[src/hdl/t01_regs.svh]
// Behaviour
// - only timer 1 overflows feed the UART baud tick, never timer 0
// - mode 2 counts only when run bit and gate/pin permit, as modes 0 and 1
// - timer 1 in mode 3 holds its count and stops
// - timer 0 in mode 3 splits into two independent 8-bit counters
// - split low byte uses timer 0 select, gate, run, pin 0 and flag 0
// - select bit 2 set: split low byte counts falling edges of count pin 0
// - split high byte counts clocks, runs on run bit 1, sets flag 1
// - timer 0 in mode 3: timer 1 runs unless its own mode is 3 or its gate/pin blocks it
// - timer 0 in mode 3: timer 1 still works in modes 0, 1 and 2
// - timer 0 in mode 3: timer 1 ignores run bit 1, never sets flag 1
// - timer 0 in mode 3: timer 1 overflows still tick baud, no interrupt
`ifndef T01_REGS_SVH
`define T01_REGS_SVH
`define T01_OFS_MODE 8'h00
`define T01_OFS_CTRL 8'h04
`define T01_OFS_CNT0 8'h08
`define T01_OFS_CNT1 8'h0C
`define T01_OFS_STAT 8'h10
`define T01_OFS_MASK 8'h14
`define T01_MODE_RST 8'h00
`define T01_CTRL_RST 4'h0
`define T01_FLAG_RST 2'h0
`define T01_CNT_RST 8'h00
`define T01_MD_CT0 2
`define T01_MD_GATE0 3
`define T01_MD_CT1 6
`define T01_MD_GATE1 7
`define T01_CTRL_RUN0 0
`define T01_CTRL_RUN1 1
`define T01_CTRL_CLK0 2
`define T01_CTRL_CLK1 3
`define T01_FLAG0 0
`define T01_FLAG1 1
`define T01_PRESCALE 4'hC
`define T01_LO5_MAX 5'h1F
`endif

[src/hdl/t01_pkg.sv]
package t01_pkg;
    typedef enum logic [1:0] {T01_M13, T01_M16, T01_M8R, T01_SPLIT} t01_mode_t;
    typedef enum logic [1:0] {T01_BUS_IDLE, T01_BUS_WR, T01_BUS_RDWAIT, T01_BUS_RDOUT} t01_bus_t;
endpackage : t01_pkg

[src/hdl/t01_byte_cnt.sv]
`timescale 1ns/1ps
`default_nettype none
`include "t01_regs.svh"
module t01_byte_cnt
(
    input wire logic clk,
    input wire logic sys_rst,
    input wire logic inc,
    input wire logic narrow,
    input wire logic reload,
    input wire logic [7:0] reload_val,
    input wire logic wr_en,
    input wire logic [7:0] wr_data,
    output logic [7:0] count,
    output logic carry
);
    import t01_pkg::*;

    logic at_max;
    logic [7:0] stepped;
    logic [7:0] next_count;

    // narrow form keeps the upper three bits and wraps the low five
    assign at_max = narrow ? (count[4:0] == `T01_LO5_MAX) : (count == 8'hFF);
    assign carry = inc && at_max;
    assign stepped = narrow ? {count[7:5], count[4:0] + 5'h01} : count + 8'h01;
    assign next_count = wr_en ? wr_data :
                        !inc ? count :
                        (carry && reload) ? reload_val : stepped;

    always_ff @(posedge clk or posedge sys_rst)
    begin
        if (sys_rst)
            count <= `T01_CNT_RST;
        else
            count <= next_count;
    end
endmodule : t01_byte_cnt
`default_nettype wire

[src/hdl/t01_cnt_qual.sv]
`timescale 1ns/1ps
`default_nettype none
module t01_cnt_qual
(
    input wire logic clk,
    input wire logic sys_rst,
    input wire logic run,
    input wire logic gate_q,
    input wire logic ext_pin,
    input wire logic count_mode,
    input wire logic count_pin,
    input wire logic tick,
    output logic en
);
    import t01_pkg::*;

    logic pin_prev;
    logic fall;
    logic permit;

    // starts at the pin's rest level, so no false edge right after reset
    always_ff @(posedge clk or posedge sys_rst)
    begin
        if (sys_rst)
            pin_prev <= 1'b1;
        else
            pin_prev <= count_pin;
    end

    assign fall = pin_prev && !count_pin;
    assign permit = run && (!gate_q || ext_pin);
    assign en = permit && (count_mode ? fall : tick);
endmodule : t01_cnt_qual
`default_nettype wire

[src/hdl/t01_timer.sv]
// Decided for this implementation: the placing of the registers and register access over AHB-Lite.
`timescale 1ns/1ps
`default_nettype none
`include "t01_regs.svh"
module t01_timer
(
    input wire logic clk,
    input wire logic sys_rst,
    input wire logic hsel,
    input wire logic [31:0] haddr,
    input wire logic [1:0] htrans,
    input wire logic hwrite,
    input wire logic [2:0] hsize,
    input wire logic [31:0] hwdata,
    input wire logic hready,
    output logic hreadyout,
    output logic hresp,
    output logic [31:0] hrdata,
    input wire logic count_input_pin_0,
    input wire logic count_input_pin_1,
    input wire logic ext_gate_pin_0,
    input wire logic ext_gate_pin_1,
    output logic baud_tick,
    output logic irq,
    output var t01_pkg::t01_mode_t t0_mode
);
    import t01_pkg::*;

    t01_bus_t state;
    t01_bus_t next_state;
    logic [7:0] addr_q;
    logic take;
    logic wr_now;
    logic wr_mode;
    logic wr_ctrl;
    logic wr_cnt0;
    logic wr_cnt1;
    logic wr_stat;
    logic wr_mask;
    logic [31:0] rd_data;

    logic [7:0] timer_mode_reg;
    logic [3:0] ctrl_reg;
    logic [1:0] status;
    logic [1:0] next_status;
    logic [1:0] mask;
    logic [1:0] flag_set;
    logic [1:0] flag_clr;

    t01_mode_t m1;
    logic split;
    logic [3:0] pre_cnt;
    logic tick12;
    logic tick0;
    logic tick1;
    logic run_ctl_0;
    logic run_ctl_1;
    logic timer1_clock_select;
    logic en0;
    logic en1q;
    logic en1;

    logic [7:0] count_low_byte_0;
    logic [7:0] count_high_byte_0;
    logic [7:0] lo1;
    logic [7:0] hi1;
    logic lo0_carry;
    logic hi0_carry;
    logic lo1_carry;
    logic hi1_carry;
    logic hi0_inc;
    logic hi1_inc;
    logic t0_ovf;
    logic t1_ovf;

    // bus side: writes finish in their data phase, reads take one wait state
    // so the snapshot of a running counter is stable when the master samples
    assign take = hsel && hready && htrans[1];
    assign hreadyout = (state != T01_BUS_RDWAIT);
    assign hresp = 1'b0;

    always_comb
    begin
        unique case (state)
            T01_BUS_RDWAIT: next_state = T01_BUS_RDOUT;
            T01_BUS_IDLE, T01_BUS_WR, T01_BUS_RDOUT:
                next_state = !take ? T01_BUS_IDLE : hwrite ? T01_BUS_WR : T01_BUS_RDWAIT;
        endcase
    end

    always_ff @(posedge clk or posedge sys_rst)
    begin
        if (sys_rst)
            state <= T01_BUS_IDLE;
        else
            state <= next_state;
    end

    always_ff @(posedge clk or posedge sys_rst)
    begin
        if (sys_rst)
            addr_q <= 8'h00;
        else if (take)
            addr_q <= haddr[7:0];
    end

    assign wr_now = (state == T01_BUS_WR);
    assign wr_mode = wr_now && (addr_q == `T01_OFS_MODE);
    assign wr_ctrl = wr_now && (addr_q == `T01_OFS_CTRL);
    assign wr_cnt0 = wr_now && (addr_q == `T01_OFS_CNT0);
    assign wr_cnt1 = wr_now && (addr_q == `T01_OFS_CNT1);
    assign wr_stat = wr_now && (addr_q == `T01_OFS_STAT);
    assign wr_mask = wr_now && (addr_q == `T01_OFS_MASK);

    // unmapped offsets read as zero
    assign rd_data =
        (addr_q == `T01_OFS_MODE) ? {24'h000000, timer_mode_reg} :
        (addr_q == `T01_OFS_CTRL) ? {28'h0000000, ctrl_reg} :
        (addr_q == `T01_OFS_CNT0) ? {16'h0000, count_high_byte_0, count_low_byte_0} :
        (addr_q == `T01_OFS_CNT1) ? {16'h0000, hi1, lo1} :
        (addr_q == `T01_OFS_STAT) ? {30'h00000000, status} :
        (addr_q == `T01_OFS_MASK) ? {30'h00000000, mask} : 32'h00000000;

    always_ff @(posedge clk or posedge sys_rst)
    begin
        if (sys_rst)
            hrdata <= 32'h00000000;
        else if (state == T01_BUS_RDWAIT)
            hrdata <= rd_data;
    end

    always_ff @(posedge clk or posedge sys_rst)
    begin
        if (sys_rst)
            timer_mode_reg <= `T01_MODE_RST;
        else if (wr_mode)
            timer_mode_reg <= hwdata[7:0];
    end

    always_ff @(posedge clk or posedge sys_rst)
    begin
        if (sys_rst)
            ctrl_reg <= `T01_CTRL_RST;
        else if (wr_ctrl)
            ctrl_reg <= hwdata[3:0];
    end

    always_ff @(posedge clk or posedge sys_rst)
    begin
        if (sys_rst)
            mask <= `T01_FLAG_RST;
        else if (wr_mask)
            mask <= hwdata[1:0];
    end

    // flags: write one to clear, a same-cycle overflow wins
    assign flag_clr = wr_stat ? hwdata[1:0] : 2'h0;
    assign next_status = (status & ~flag_clr) | flag_set;

    always_ff @(posedge clk or posedge sys_rst)
    begin
        if (sys_rst)
            status <= `T01_FLAG_RST;
        else
            status <= next_status;
    end

    assign irq = |(status & mask);

    // mode decode and clock prescale
    assign t0_mode = t01_mode_t'(timer_mode_reg[1:0]);
    assign m1 = t01_mode_t'(timer_mode_reg[5:4]);
    assign split = (t0_mode == T01_SPLIT);
    assign run_ctl_0 = ctrl_reg[`T01_CTRL_RUN0];
    assign run_ctl_1 = ctrl_reg[`T01_CTRL_RUN1];
    assign timer1_clock_select = ctrl_reg[`T01_CTRL_CLK1];

    assign tick12 = (pre_cnt == `T01_PRESCALE - 4'h1);

    always_ff @(posedge clk or posedge sys_rst)
    begin
        if (sys_rst)
            pre_cnt <= 4'h0;
        else
            pre_cnt <= tick12 ? 4'h0 : pre_cnt + 4'h1;
    end

    assign tick0 = ctrl_reg[`T01_CTRL_CLK0] || tick12;
    assign tick1 = timer1_clock_select || tick12;

    t01_cnt_qual u_qual0
    (
        .clk(clk),
        .sys_rst(sys_rst),
        .run(run_ctl_0),
        .gate_q(timer_mode_reg[`T01_MD_GATE0]),
        .ext_pin(ext_gate_pin_0),
        .count_mode(timer_mode_reg[`T01_MD_CT0]),
        .count_pin(count_input_pin_0),
        .tick(tick0),
        .en(en0)
    );

    // with timer 0 split, run bit 1 belongs to the high byte of timer 0
    t01_cnt_qual u_qual1
    (
        .clk(clk),
        .sys_rst(sys_rst),
        .run(split || run_ctl_1),
        .gate_q(timer_mode_reg[`T01_MD_GATE1]),
        .ext_pin(ext_gate_pin_1),
        .count_mode(timer_mode_reg[`T01_MD_CT1]),
        .count_pin(count_input_pin_1),
        .tick(tick1),
        .en(en1q)
    );

    assign en1 = en1q && (m1 != T01_SPLIT);

    // timer 0
    assign hi0_inc = split ? (run_ctl_1 && tick0) :
                     (t0_mode != T01_M8R) && lo0_carry;

    t01_byte_cnt u_lo0
    (
        .clk(clk),
        .sys_rst(sys_rst),
        .inc(en0),
        .narrow(t0_mode == T01_M13),
        .reload(t0_mode == T01_M8R),
        .reload_val(count_high_byte_0),
        .wr_en(wr_cnt0),
        .wr_data(hwdata[7:0]),
        .count(count_low_byte_0),
        .carry(lo0_carry)
    );

    t01_byte_cnt u_hi0
    (
        .clk(clk),
        .sys_rst(sys_rst),
        .inc(hi0_inc),
        .narrow(1'b0),
        .reload(1'b0),
        .reload_val(8'h00),
        .wr_en(wr_cnt0),
        .wr_data(hwdata[15:8]),
        .count(count_high_byte_0),
        .carry(hi0_carry)
    );

    // timer 1
    assign hi1_inc = (m1 == T01_M13 || m1 == T01_M16) && lo1_carry;

    t01_byte_cnt u_lo1
    (
        .clk(clk),
        .sys_rst(sys_rst),
        .inc(en1),
        .narrow(m1 == T01_M13),
        .reload(m1 == T01_M8R),
        .reload_val(hi1),
        .wr_en(wr_cnt1),
        .wr_data(hwdata[7:0]),
        .count(lo1),
        .carry(lo1_carry)
    );

    t01_byte_cnt u_hi1
    (
        .clk(clk),
        .sys_rst(sys_rst),
        .inc(hi1_inc),
        .narrow(1'b0),
        .reload(1'b0),
        .reload_val(8'h00),
        .wr_en(wr_cnt1),
        .wr_data(hwdata[15:8]),
        .count(hi1),
        .carry(hi1_carry)
    );

    // overflow routing
    assign t0_ovf = split || t0_mode == T01_M8R ? lo0_carry : hi0_carry;
    assign t1_ovf = (m1 == T01_M8R) ? lo1_carry : hi1_carry;
    assign flag_set[`T01_FLAG0] = t0_ovf;
    assign flag_set[`T01_FLAG1] = split ? hi0_carry : t1_ovf;

    // baud source is timer 1 alone, whatever timer 0 is doing
    always_ff @(posedge clk or posedge sys_rst)
    begin
        if (sys_rst)
            baud_tick <= 1'b0;
        else
            baud_tick <= t1_ovf;
    end
endmodule : t01_timer
`default_nettype wire

[config.mk]
export PLATFORM = sky130hd
export DESIGN_NAME = t01_timer
export DESIGN_NICKNAME = d
export VERILOG_FILES = /design/src/hdl/t01_pkg.sv /design/src/hdl/t01_byte_cnt.sv /design/src/hdl/t01_cnt_qual.sv /design/src/hdl/t01_timer.sv
export VERILOG_INCLUDE_DIRS = /design/src /design/src/hdl
export SDC_FILE = /design/constraint.sdc
export NUM_CORES = 1
export LEC_CHECK = 0
export ABC_AREA = 0
export BUFFER_PORTS_ARGS = -buffer_cell sky130_fd_sc_hd__buf_2
export CAP_MARGIN = 20
export CORE_MARGIN = 4
export CORE_UTILIZATION = 54
export CTS_BUF_LIST = sky130_fd_sc_hd__clkbuf_4 sky130_fd_sc_hd__clkbuf_8 sky130_fd_sc_hd__clkbuf_16
export DETAILED_ROUTE_END_ITERATION = 6
export MAX_ROUTING_LAYER = met4
export PLACE_DENSITY = 0.93
export SLEW_MARGIN = 25
export SYNTH_ARGS = -nofsm -noshare
export SYNTH_HDL_FRONTEND = slang
export SYNTH_SLANG_ARGS = --single-unit
[constraint.sdc]
create_clock -name clk -period 3.18 [get_ports clk]
set_clock_uncertainty 0.15 [all_clocks]
set_input_delay 0.159 -clock clk [delete_from_list [all_inputs] [get_ports clk]]
set_output_delay 0.159 -clock clk [all_outputs]
set_load 0.1 [all_outputs]
# After elaboration in Yosys (flattened, before gate mapping)

Index checks and enable logic that the tools add are counted.

Mux-type cells: 31
Add/subtract/negate cells: 7
Bitwise logic cells: 4
Eq/ne operators: 24
Reductions and logical operators: 47

Operator list:

| kind                | count |
|---|---|
| $mux 8              | 12 |
| $mux 16             | 4 |
| $add 8x1->8 const B | 4 |
| $eq 8x8->1 const B  | 4 |
| $logic_and 1x1->1   | 24 |
| $eq 8x4->1 const B  | 2 |
| $eq 8x5->1 const B  | 2 |
| $add 5x1->5 const B | 2 |
| $eq 2x2->1 const B  | 5 |
| $eq 5x5->1 const B  | 2 |
| $mux 2              | 5 |
| $eq 8x3->1 const B  | 1 |
| $logic_not 8->1     | 1 |
| $mux 1              | 8 |
| $reduce_bool 2->1   | 4 |
| $logic_or 1x1->1    | 7 |
| $logic_not 2->1     | 3 |
| $ne 2x2->1 const B  | 3 |
| $ne 3x2->1 const B  | 2 |
| $add 4x1->4 const B | 1 |
| $and 2x2->2         | 2 |
| $eq 2x1->1 const B  | 2 |
| $eq 4x4->1 const B  | 1 |
| $logic_not 1->1     | 4 |
| other kinds (7)     | 8 |

Output and inout port bits: 38
Logic and storage cells: 130
Register bits after elaboration: 97

# Longest topological paths before layout

Gate-level depths: netlist of the first run.

Word-level depth: 11
Gate-level depth with buffers: 10
Gate-level depth less buffers: 10

# Modules after synthesis

A second synthesis of the first run with hierarchy kept.

Cells, all modules: 568
Area total of the unflattened synthesis: 5340.1 um^2

By module, submodules not included:

| module                   | seq. area each (um^2) | cells each | instances | area each (um^2) |
|---|---|---|---|---|
| t01_timer                | 1176.1                | 218        | 1         | 2459.9 |
| t01_byte_cnt (u_hi0 ...) | 200.2                 | 85         | 3         | 693.2 |
| t01_byte_cnt (u_lo0)     | 200.2                 | 81         | 1         | 670.6 |
| t01_cnt_qual             | 26.3                  | 7          | 2         | 65.1 |

# Least setup slack after synthesis of the first run

Ideal clock, no wire load.

Path type: register to register
Start: register u_lo0.count[0]
End: register u_hi0.count[5]
Clock period less this slack: 2.843 ns
Cell stages (with the launch flop): 11
Setup time: 0.082 ns
Data required time: 2.948 ns
Slack: 0.337 ns
Buffers on the path: 1
Arrival: 2.611 ns
Cells stage by stage: dfrtp_1 > ha_1 > and3_2 > ha_1 > or3b_1 > o31ai_2 > or4b_4 > and2_4 > buf_6 > or3_1 > a31oi_1

Word-level cells in the longest chain between the ends: 6
Elaborated cells between the ends (all ways): 7
Those cells by class: eq/ne (2); mux (2); reduce/logical (3)

Ends and longest elaborated chain:

| item                                            | line               | text |
|---|---|---|
| start: declaration                              | t01_byte_cnt.sv:14 | `output logic [7:0] count,` |
| start signal: assignment                        | t01_byte_cnt.sv:34 | `` count <= `T01_CNT_RST; `` |
| start signal: assignment                        | t01_byte_cnt.sv:36 | `count <= next_count;` |
| $eq 8x8->1 / $eq 5x5->1 (equally long branches) | --                 |  |
| $mux 1 *                                        | t01_byte_cnt.sv:24 | `` assign at_max = narrow ? (count[4:0] == `T01_LO5_MAX) : (count == 8'hFF); `` |
| $logic_and 1x1->1 *                             | t01_byte_cnt.sv:25 | `assign carry = inc && at_max;` |
| $logic_and 1x1->1 *                             | t01_timer.sv:222   | `(t0_mode != T01_M8R) && lo0_carry;` |
| $mux 1 *                                        | t01_timer.sv:221   | `assign hi0_inc = split ? (run_ctl_1 && tick0) :` |
| $reduce_bool 2->1 (no source line) *            | --                 |  |
| end signal: assignment                          | t01_byte_cnt.sv:34 |  |
| end signal: assignment                          | t01_byte_cnt.sv:36 |  |
| end: declaration                                | t01_byte_cnt.sv:14 |  |

Every way passes the cells marked *; elsewhere a longest branch is shown, timed or not.
A chain may end at the register's enable or synchronous reset.

# Final worst setup path of the first run

Same ends and word-level chain as after synthesis.

==> results by group, run 1 <==
Outcome
  • Run status: finished, final reports clean

Critical path
  • CP Cell Sequence: ha_1, and3_2, ha_1, or3b_1, o31ai_2, or4b_4, and2_4, or3_1, a31oi_1
  • Reg2Reg Depth: 9
  • CP Launch Type: flip-flop
  • WP data arrival: 3.10 ns
  • Crit path max fanout: 6
  • CP delay by family, top: simple AND/OR/NAND/NOR gates
  • Crit end category: flip-flop
  • Most frequent cell on the critical path: ha_1
  • Critical path depth: 9
  • WP buf/inv: 0
  • Req. time, crit path: 3.31 ns
  • Path type of the worst setup path: reg -> reg
  • Slowest cell on crit path: or4b_4
  • Largest stage delay on the critical path: 0.53 ns

Clock tree
  • Post-CTS Hold Fix Bufs: 28
  • Postcts setup bufs: 0
  • CTS root buf: clkbuf_8
  • CTS Buf Count: 9
  • CTS Sinks: 81
  • CTS resizes: 0
  • Clk_lat worst skew: 0.36 ns
  • Number of H-tree levels: 3
  • CTS Buffer Depth: 2
  • CTS tree: done
  • Reg clk slew, reported paths: 0.08 ns

Routing
  • Detailed router's first-iteration violation count: 389
  • Top sig layer: met4
  • Vias per cell: 6.09
  • Drt wl/cell: 18.2 um
  • Met3 routed WL: 1.09 mm
  • Drt first pass iters: 6
  • Met1 wire length: 4.78 mm
  • DR vias: 4117
  • # DRC: 0
  • Met2 WL: 6.01 mm
  • Drt total wl: 12.3 mm
  • Final ANT Viol Nets: 0

STA
  • Max Fclk: 336 MHz
  • Final Slew Violations: 0
  • Endpoints failing hold: 0
  • Final setup TNS: 0 ns
  • Slew @ Worst Pin: 0.878 ns
  • Endpoints failing setup: 0
  • RSZ-0062 raised after global routing: false
  • Min Tclk post-route: 2.98 ns
  • Slew HR: 41.4%
  • Final period utilization: 93.6%
  • Fin Hold WS: 0.254 ns

Layout
  • Area growth syn-to-layout: 17.1%
  • Finished Core Util: 65.1%
  • Largest reg by FF count: hrdata
  • Layout Cells excl Fill: 676
  • Share of post-route cells with drive strength above 1: 21.2%
  • Inserted Diodes: 0
  • Max reg flops: 16
  • Layout Nets: 651

Global route
  • Initial antenna violation count: 0
  • Vias in the first global route: 4020
  • Tot GR Track Use: 26.5%
  • Largest net degree at the start of global routing: 42
  • Global-route wire length before repair: 20.2 mm
  • Grt ovf: 0

Floorplanning
  • Num ports: 116
  • Die area: 0.0100 sq mm
  • Initial Util: 55.6%
  • Chip width: 100 um
  • Die H: 100 um
  • # rows: 33
  • Total core area: 0.00826 sq mm

Placement
  • RD Place Congestion: 0.990
  • PortBufs: 54
  • Placed cells: 632
  • DPL Wire Length: 8.77 mm

Power
  • VDD IR max: 313 uV
  • Pwr Density: 693 mW/mm^2
  • P_leak: 2.39 nW

Synthesis
  • Ys Warns: 0
  • Synth area leaders: dfrtp_1, mux2_2, nand2_1
  • Number of synthesized flops with an enable pin: 0
  • Synthesized area per cell: 9.37 sq um
  • Sequential area share after synthesis: 44.2%
  • Netlist cell types: 59
  • Main synth FF type: dfrtp_1
  • Synthesized instance count: 490
  • Ys async rst share: 100%
  • Post-synthesis cell area: 0.00459 sq mm
  • Synth Register Bits: 81
  • Top cell type's share of synthesized area: 43.0%
  • Yosys top cell by area: dfrtp_1

Worst hold path
  • Worst Hold Depth: 3
  • Hold Path Class: in -> reg

Run
  • Maximum capacitance violations: 0
==> worst paths after layout <==
path | from | to | slack [ns]
max | u_lo0.count[0]$_DFFE_PP0P_ | u_hi0.count[5]$_DFFE_PP0P_ | 0.20
min | hready | state[0]$_DFF_PP0_ | 0.25
max reg2reg | u_lo0.count[0]$_DFFE_PP0P_ | u_hi0.count[5]$_DFFE_PP0P_ | 0.20
min reg2reg | pre_cnt[0]$_DFF_PP0_ | pre_cnt[0]$_DFF_PP0_ | 0.32
max in group asynchronous | sys_rst | u_lo0.count[2]$_DFFE_PP0P_ | 1.79
min in group asynchronous | sys_rst | addr_q[7]$_DFFE_PP0P_ | 0.38
==> per-layer routing <==
| layer | vias to the layer above | track usage (%) |
|---|---|---|
| met5 | - | - |
| met4 | 0 | 11.2 |
| met3 | 50 | 5.00 |
| met2 | 216 | 42.2 |
| met1 | 1989 | 33.2 |
| li1 | 1862 | - |
==> through the flow <==
stage                     setup slack [ns]  total power (W)  cell area, sq um
after floorplan                      0.337          0.00258              4650
after global placement               0.279          0.00286              4900
after detailed placement             0.230          0.00292              4900
after CTS                            0.206          0.00371              5380
after global routing                0.0866          0.00393              5380
final                                0.202          0.00373              5380
==> area by class of cell <==
class / instances / area (sq um)
clock buffers: 11 / 145
clock inverters: 5 / 55.1
fillers: 654 / 2880
inverters: 12 / 45.0
multi-input cells: 369 / 2330
flip-flops and latches: 81 / 2030
well taps: 105 / 131
repair buffers: 93 / 646
==> cells by family (layout without fill, tap and decap cells) <==
family / count (synthesis) / in the layout / synth area share [%]
other cells: 1 / 17 / 0.0816
mux: 47 / 47 / 11.6
xor+xnor: 17 / 17 / 3.24
flops: 81 / 81 / 44.2
fa+ha+maj: 7 / 7 / 1.91
buf+inv: 56 / 121 / 6.46
simple gates: 163 / 163 / 17.0
compound gates: 118 / 118 / 15.6
==> cells in the mapped netlist (4+ instances only) <==
| library cell | count |
|---|---|
| a22oi_1 | 8 |
| nand3_1 | 17 |
| o31ai_1 | 4 |
| a31oi_1 | 9 |
| and3_1 | 8 |
| xnor2_1 | 13 |
| a21oi_1 | 27 |
| mux2_2 | 27 |
| clkbuf_1 | 17 |
| xor2_1 | 4 |
| nor2_1 | 33 |
| ha_1 | 7 |
| o21ai_0 | 46 |
| buf_2 | 6 |
| dfrtp_1 | 79 |
| nand2_1 | 66 |
| mux2i_1 | 18 |
| or3_1 | 4 |
| nor2b_1 | 4 |
| buf_4 | 19 |
| nand4_1 | 4 |
| inv_1 | 12 |
| nor3_1 | 8 |
==> cell usage in the layout (no fill, tap or decap), drive strengths merged, types with 8 or more instances in the layout <==
master       Yosys  final
a21oi           27     27
nor3             9      9
mux2            27     27
clkbuf          17     11
a31oi            9      9
xnor2           13     13
nand3           17     17
and3             9      9
buf             27     65
a22oi            8      8
dlygate4sd3      0     28
nor2            33     33
o21ai           46     46
conb             1     17
nand2           66     66
mux2i           18     18
dfrtp           79     79
inv             12     12
==> power breakdown <==
group          internal, W  switching, W
registers          0.00127      0.000346
logic             0.000499      0.000855
clock network     0.000390      0.000370
==> worst min-delay path, stage by stage <==
cell,delay (ns)
buf_2,0.09
nand3_1,0.32
o21ai_0,0.14
(Power assumes the default switching activity.)
==> run 2: changes to the inputs <==
==> constraint.sdc (replaced) <==
create_clock -name clk -period 3.18 [get_ports clk]
set_clock_uncertainty 0.15 [all_clocks]
set_input_delay 0.954 -clock clk [delete_from_list [all_inputs] [get_ports clk]]
set_output_delay 0.954 -clock clk [all_outputs]
set_load 0.1 [all_outputs]
==> results by group, run 2 (synthesized netlist as in run 1, its figures left out) <==
Placement
  • DPL Wire Length: 8.88 mm
  • Placed cells: 635
  • RD Place Congestion: 0.965
  • Pre-CTS WS: 0.236 ns
  • PortBufs: 54

Critical path
  • CP Launch Type: flip-flop
  • Worst R2R End: u_hi0.count[7]$_DFFE_PP0P_
  • Slowest cell on crit path: or4b_4
  • WP data arrival: 3.12 ns
  • CP startpoint: u_lo0.count[0]$_DFFE_PP0P_
  • Crit path max fanout: 6
  • Worst r2r src: u_lo0.count[0]$_DFFE_PP0P_
  • Worst Setup EP: u_hi0.count[7]$_DFFE_PP0P_
  • CP Cell Sequence: ha_1, and3_2, ha_1, or3b_1, o31ai_2, or4b_4, and2_4, or3_1, a31oi_1
  • Largest stage delay on the critical path: 0.55 ns
  • Path type of the worst setup path: reg -> reg
  • Most frequent cell on the critical path: ha_1
  • Reg2Reg Depth: 9
  • Crit end category: flip-flop
  • R2R Setup Slk: 0.19 ns
  • Req. time, crit path: 3.31 ns

STA
  • Final setup TNS: 0 ns
  • Min Tclk post-route: 2.99 ns
  • Endpoints failing setup: 0
  • RSZ-0062 raised after global routing: false
  • Endpoints failing hold: 0
  • Fin Hold WS: 0.316 ns
  • Slew HR: 57.8%
  • Max Fclk: 334 MHz
  • Slew @ Worst Pin: 0.633 ns
  • Final WS setup: 0.186 ns
  • Final Slew Violations: 0
  • Final period utilization: 94.2%

Global route
  • Grt ovf: 0
  • Global-route wire length before repair: 19.4 mm
  • Vias in the first global route: 3959
  • Tot GR Track Use: 25.3%
  • Largest net degree at the start of global routing: 62
  • Initial antenna violation count: 0

Clock tree
  • Post-CTS Hold Fix Bufs: 0
  • CTS root buf: clkbuf_8
  • CTS resizes: 0
  • CTS tree: done
  • Postcts setup bufs: 0
  • CTS Buf Count: 9
  • CTS Sinks: 81
  • CTS Buffer Depth: 2
  • Clk_lat worst skew: 0.36 ns
  • Number of H-tree levels: 3
  • Reg clk slew, reported paths: 0.08 ns

Layout
  • Most frequent cells in the layout: dfrtp_1, nand2_1, buf_2, o21ai_0, nor2_1
  • Layout Nets: 626
  • Most common cell after layout, fill and taps aside: dfrtp_1
  • Max reg flops: 16
  • Inserted Diodes: 0
  • Finished Core Util: 62.0%
  • Fill cells: 663
  • Layout Cells excl Fill: 651
  • Share of post-route cells with drive strength above 1: 22.7%
  • Area growth syn-to-layout: 11.5%
  • Largest reg by FF count: hrdata

Routing
  • Drt total wl: 11.9 mm
  • Met2 WL: 5.80 mm
  • Drt wl/cell: 18.2 um
  • Vias per cell: 6.21
  • Met1 wire length: 4.66 mm
  • DR vias: 4042
  • Drt first pass iters: 6
  • Top sig layer: met4
  • Final ANT Viol Nets: 0
  • Detailed router's first-iteration violation count: 480
  • # DRC: 0
  • Met3 routed WL: 1.02 mm

Floorplanning
  • Chip width: 100 um
  • # rows: 33
  • Die H: 100 um
  • Die area: 0.0100 sq mm
  • Initial Util: 55.6%
  • Num ports: 116
  • Total core area: 0.00826 sq mm

Outcome
  • Run status: finished, final reports clean

Worst hold path
  • Hold Path Class: reg -> reg

Power
  • P_leak: 2.28 nW
  • VDD IR max: 263 uV
  • Pwr Density: 731 mW/mm^2

Run
  • Maximum capacitance violations: 0
==> run 2: power by group <==
group	total, W	internal, W	switching [W]
Combinational	0.00136	0.000495	0.000869
Sequential	0.00162	0.00127	0.000355
Clock	0.000757	0.000379	0.000378
Total	0.00374	0.00214	0.00160
==> run 2: final cells by class <==
| class | instances | area, sq um | area share (%) |
|---|---|---|---|
| tap | 105 | 131 | 2.57 |
| multi-input combinational | 369 | 2330 | 45.5 |
| timing repair buffer | 68 | 388 | 7.58 |
| clock buffer | 11 | 139 | 2.71 |
| inverter | 12 | 48.8 | 0.953 |
| clock inverter | 5 | 56.3 | 1.10 |
| sequential | 81 | 2030 | 39.6 |
==> run 2: worst min path at each step <==
stage                           end                 start  cells past startpoint  slack (ns)
2_1_floorplan  pre_cnt[0]$_DFF_PP0_  pre_cnt[0]$_DFF_PP0_                      1        0.28
3_3_place_gp   pre_cnt[0]$_DFF_PP0_  pre_cnt[0]$_DFF_PP0_                      1        0.29
3_5_place_dp   pre_cnt[0]$_DFF_PP0_  pre_cnt[0]$_DFF_PP0_                      1        0.31
4_1_cts        pre_cnt[0]$_DFF_PP0_  pre_cnt[0]$_DFF_PP0_                      1        0.32
5_1_grt        pre_cnt[0]$_DFF_PP0_  pre_cnt[0]$_DFF_PP0_                      1        0.36
6_report       pre_cnt[0]$_DFF_PP0_  pre_cnt[0]$_DFF_PP0_                      1        0.32
==> run 2: stage by stage <==
stage               instance area (sq um)  total power [W]
floorplan                            4660          0.00258
global placement                     4920          0.00290
detailed placement                   4920          0.00296
CTS                                  5120          0.00371
global route                         5120          0.00393
finish                               5120          0.00374
==> run 2: critical path: cells and delay by family (launching register included) <==
family	cells	cell delay, ns
AO/OA/AOI/OAI	2	0.27
adder cells (fa/ha/maj)	2	0.41
AND/OR/NAND/NOR	5	1.69
flip-flops	1	0.37
==> run 2: per-layer routing <==
metal  vias to the layer above  global-route usage (%)
li1                       1810                       -
met1                      1944                    31.5
met2                       248                    41.2
met3                        40                    3.41
met4                         0                    11.3
met5                         -                       -
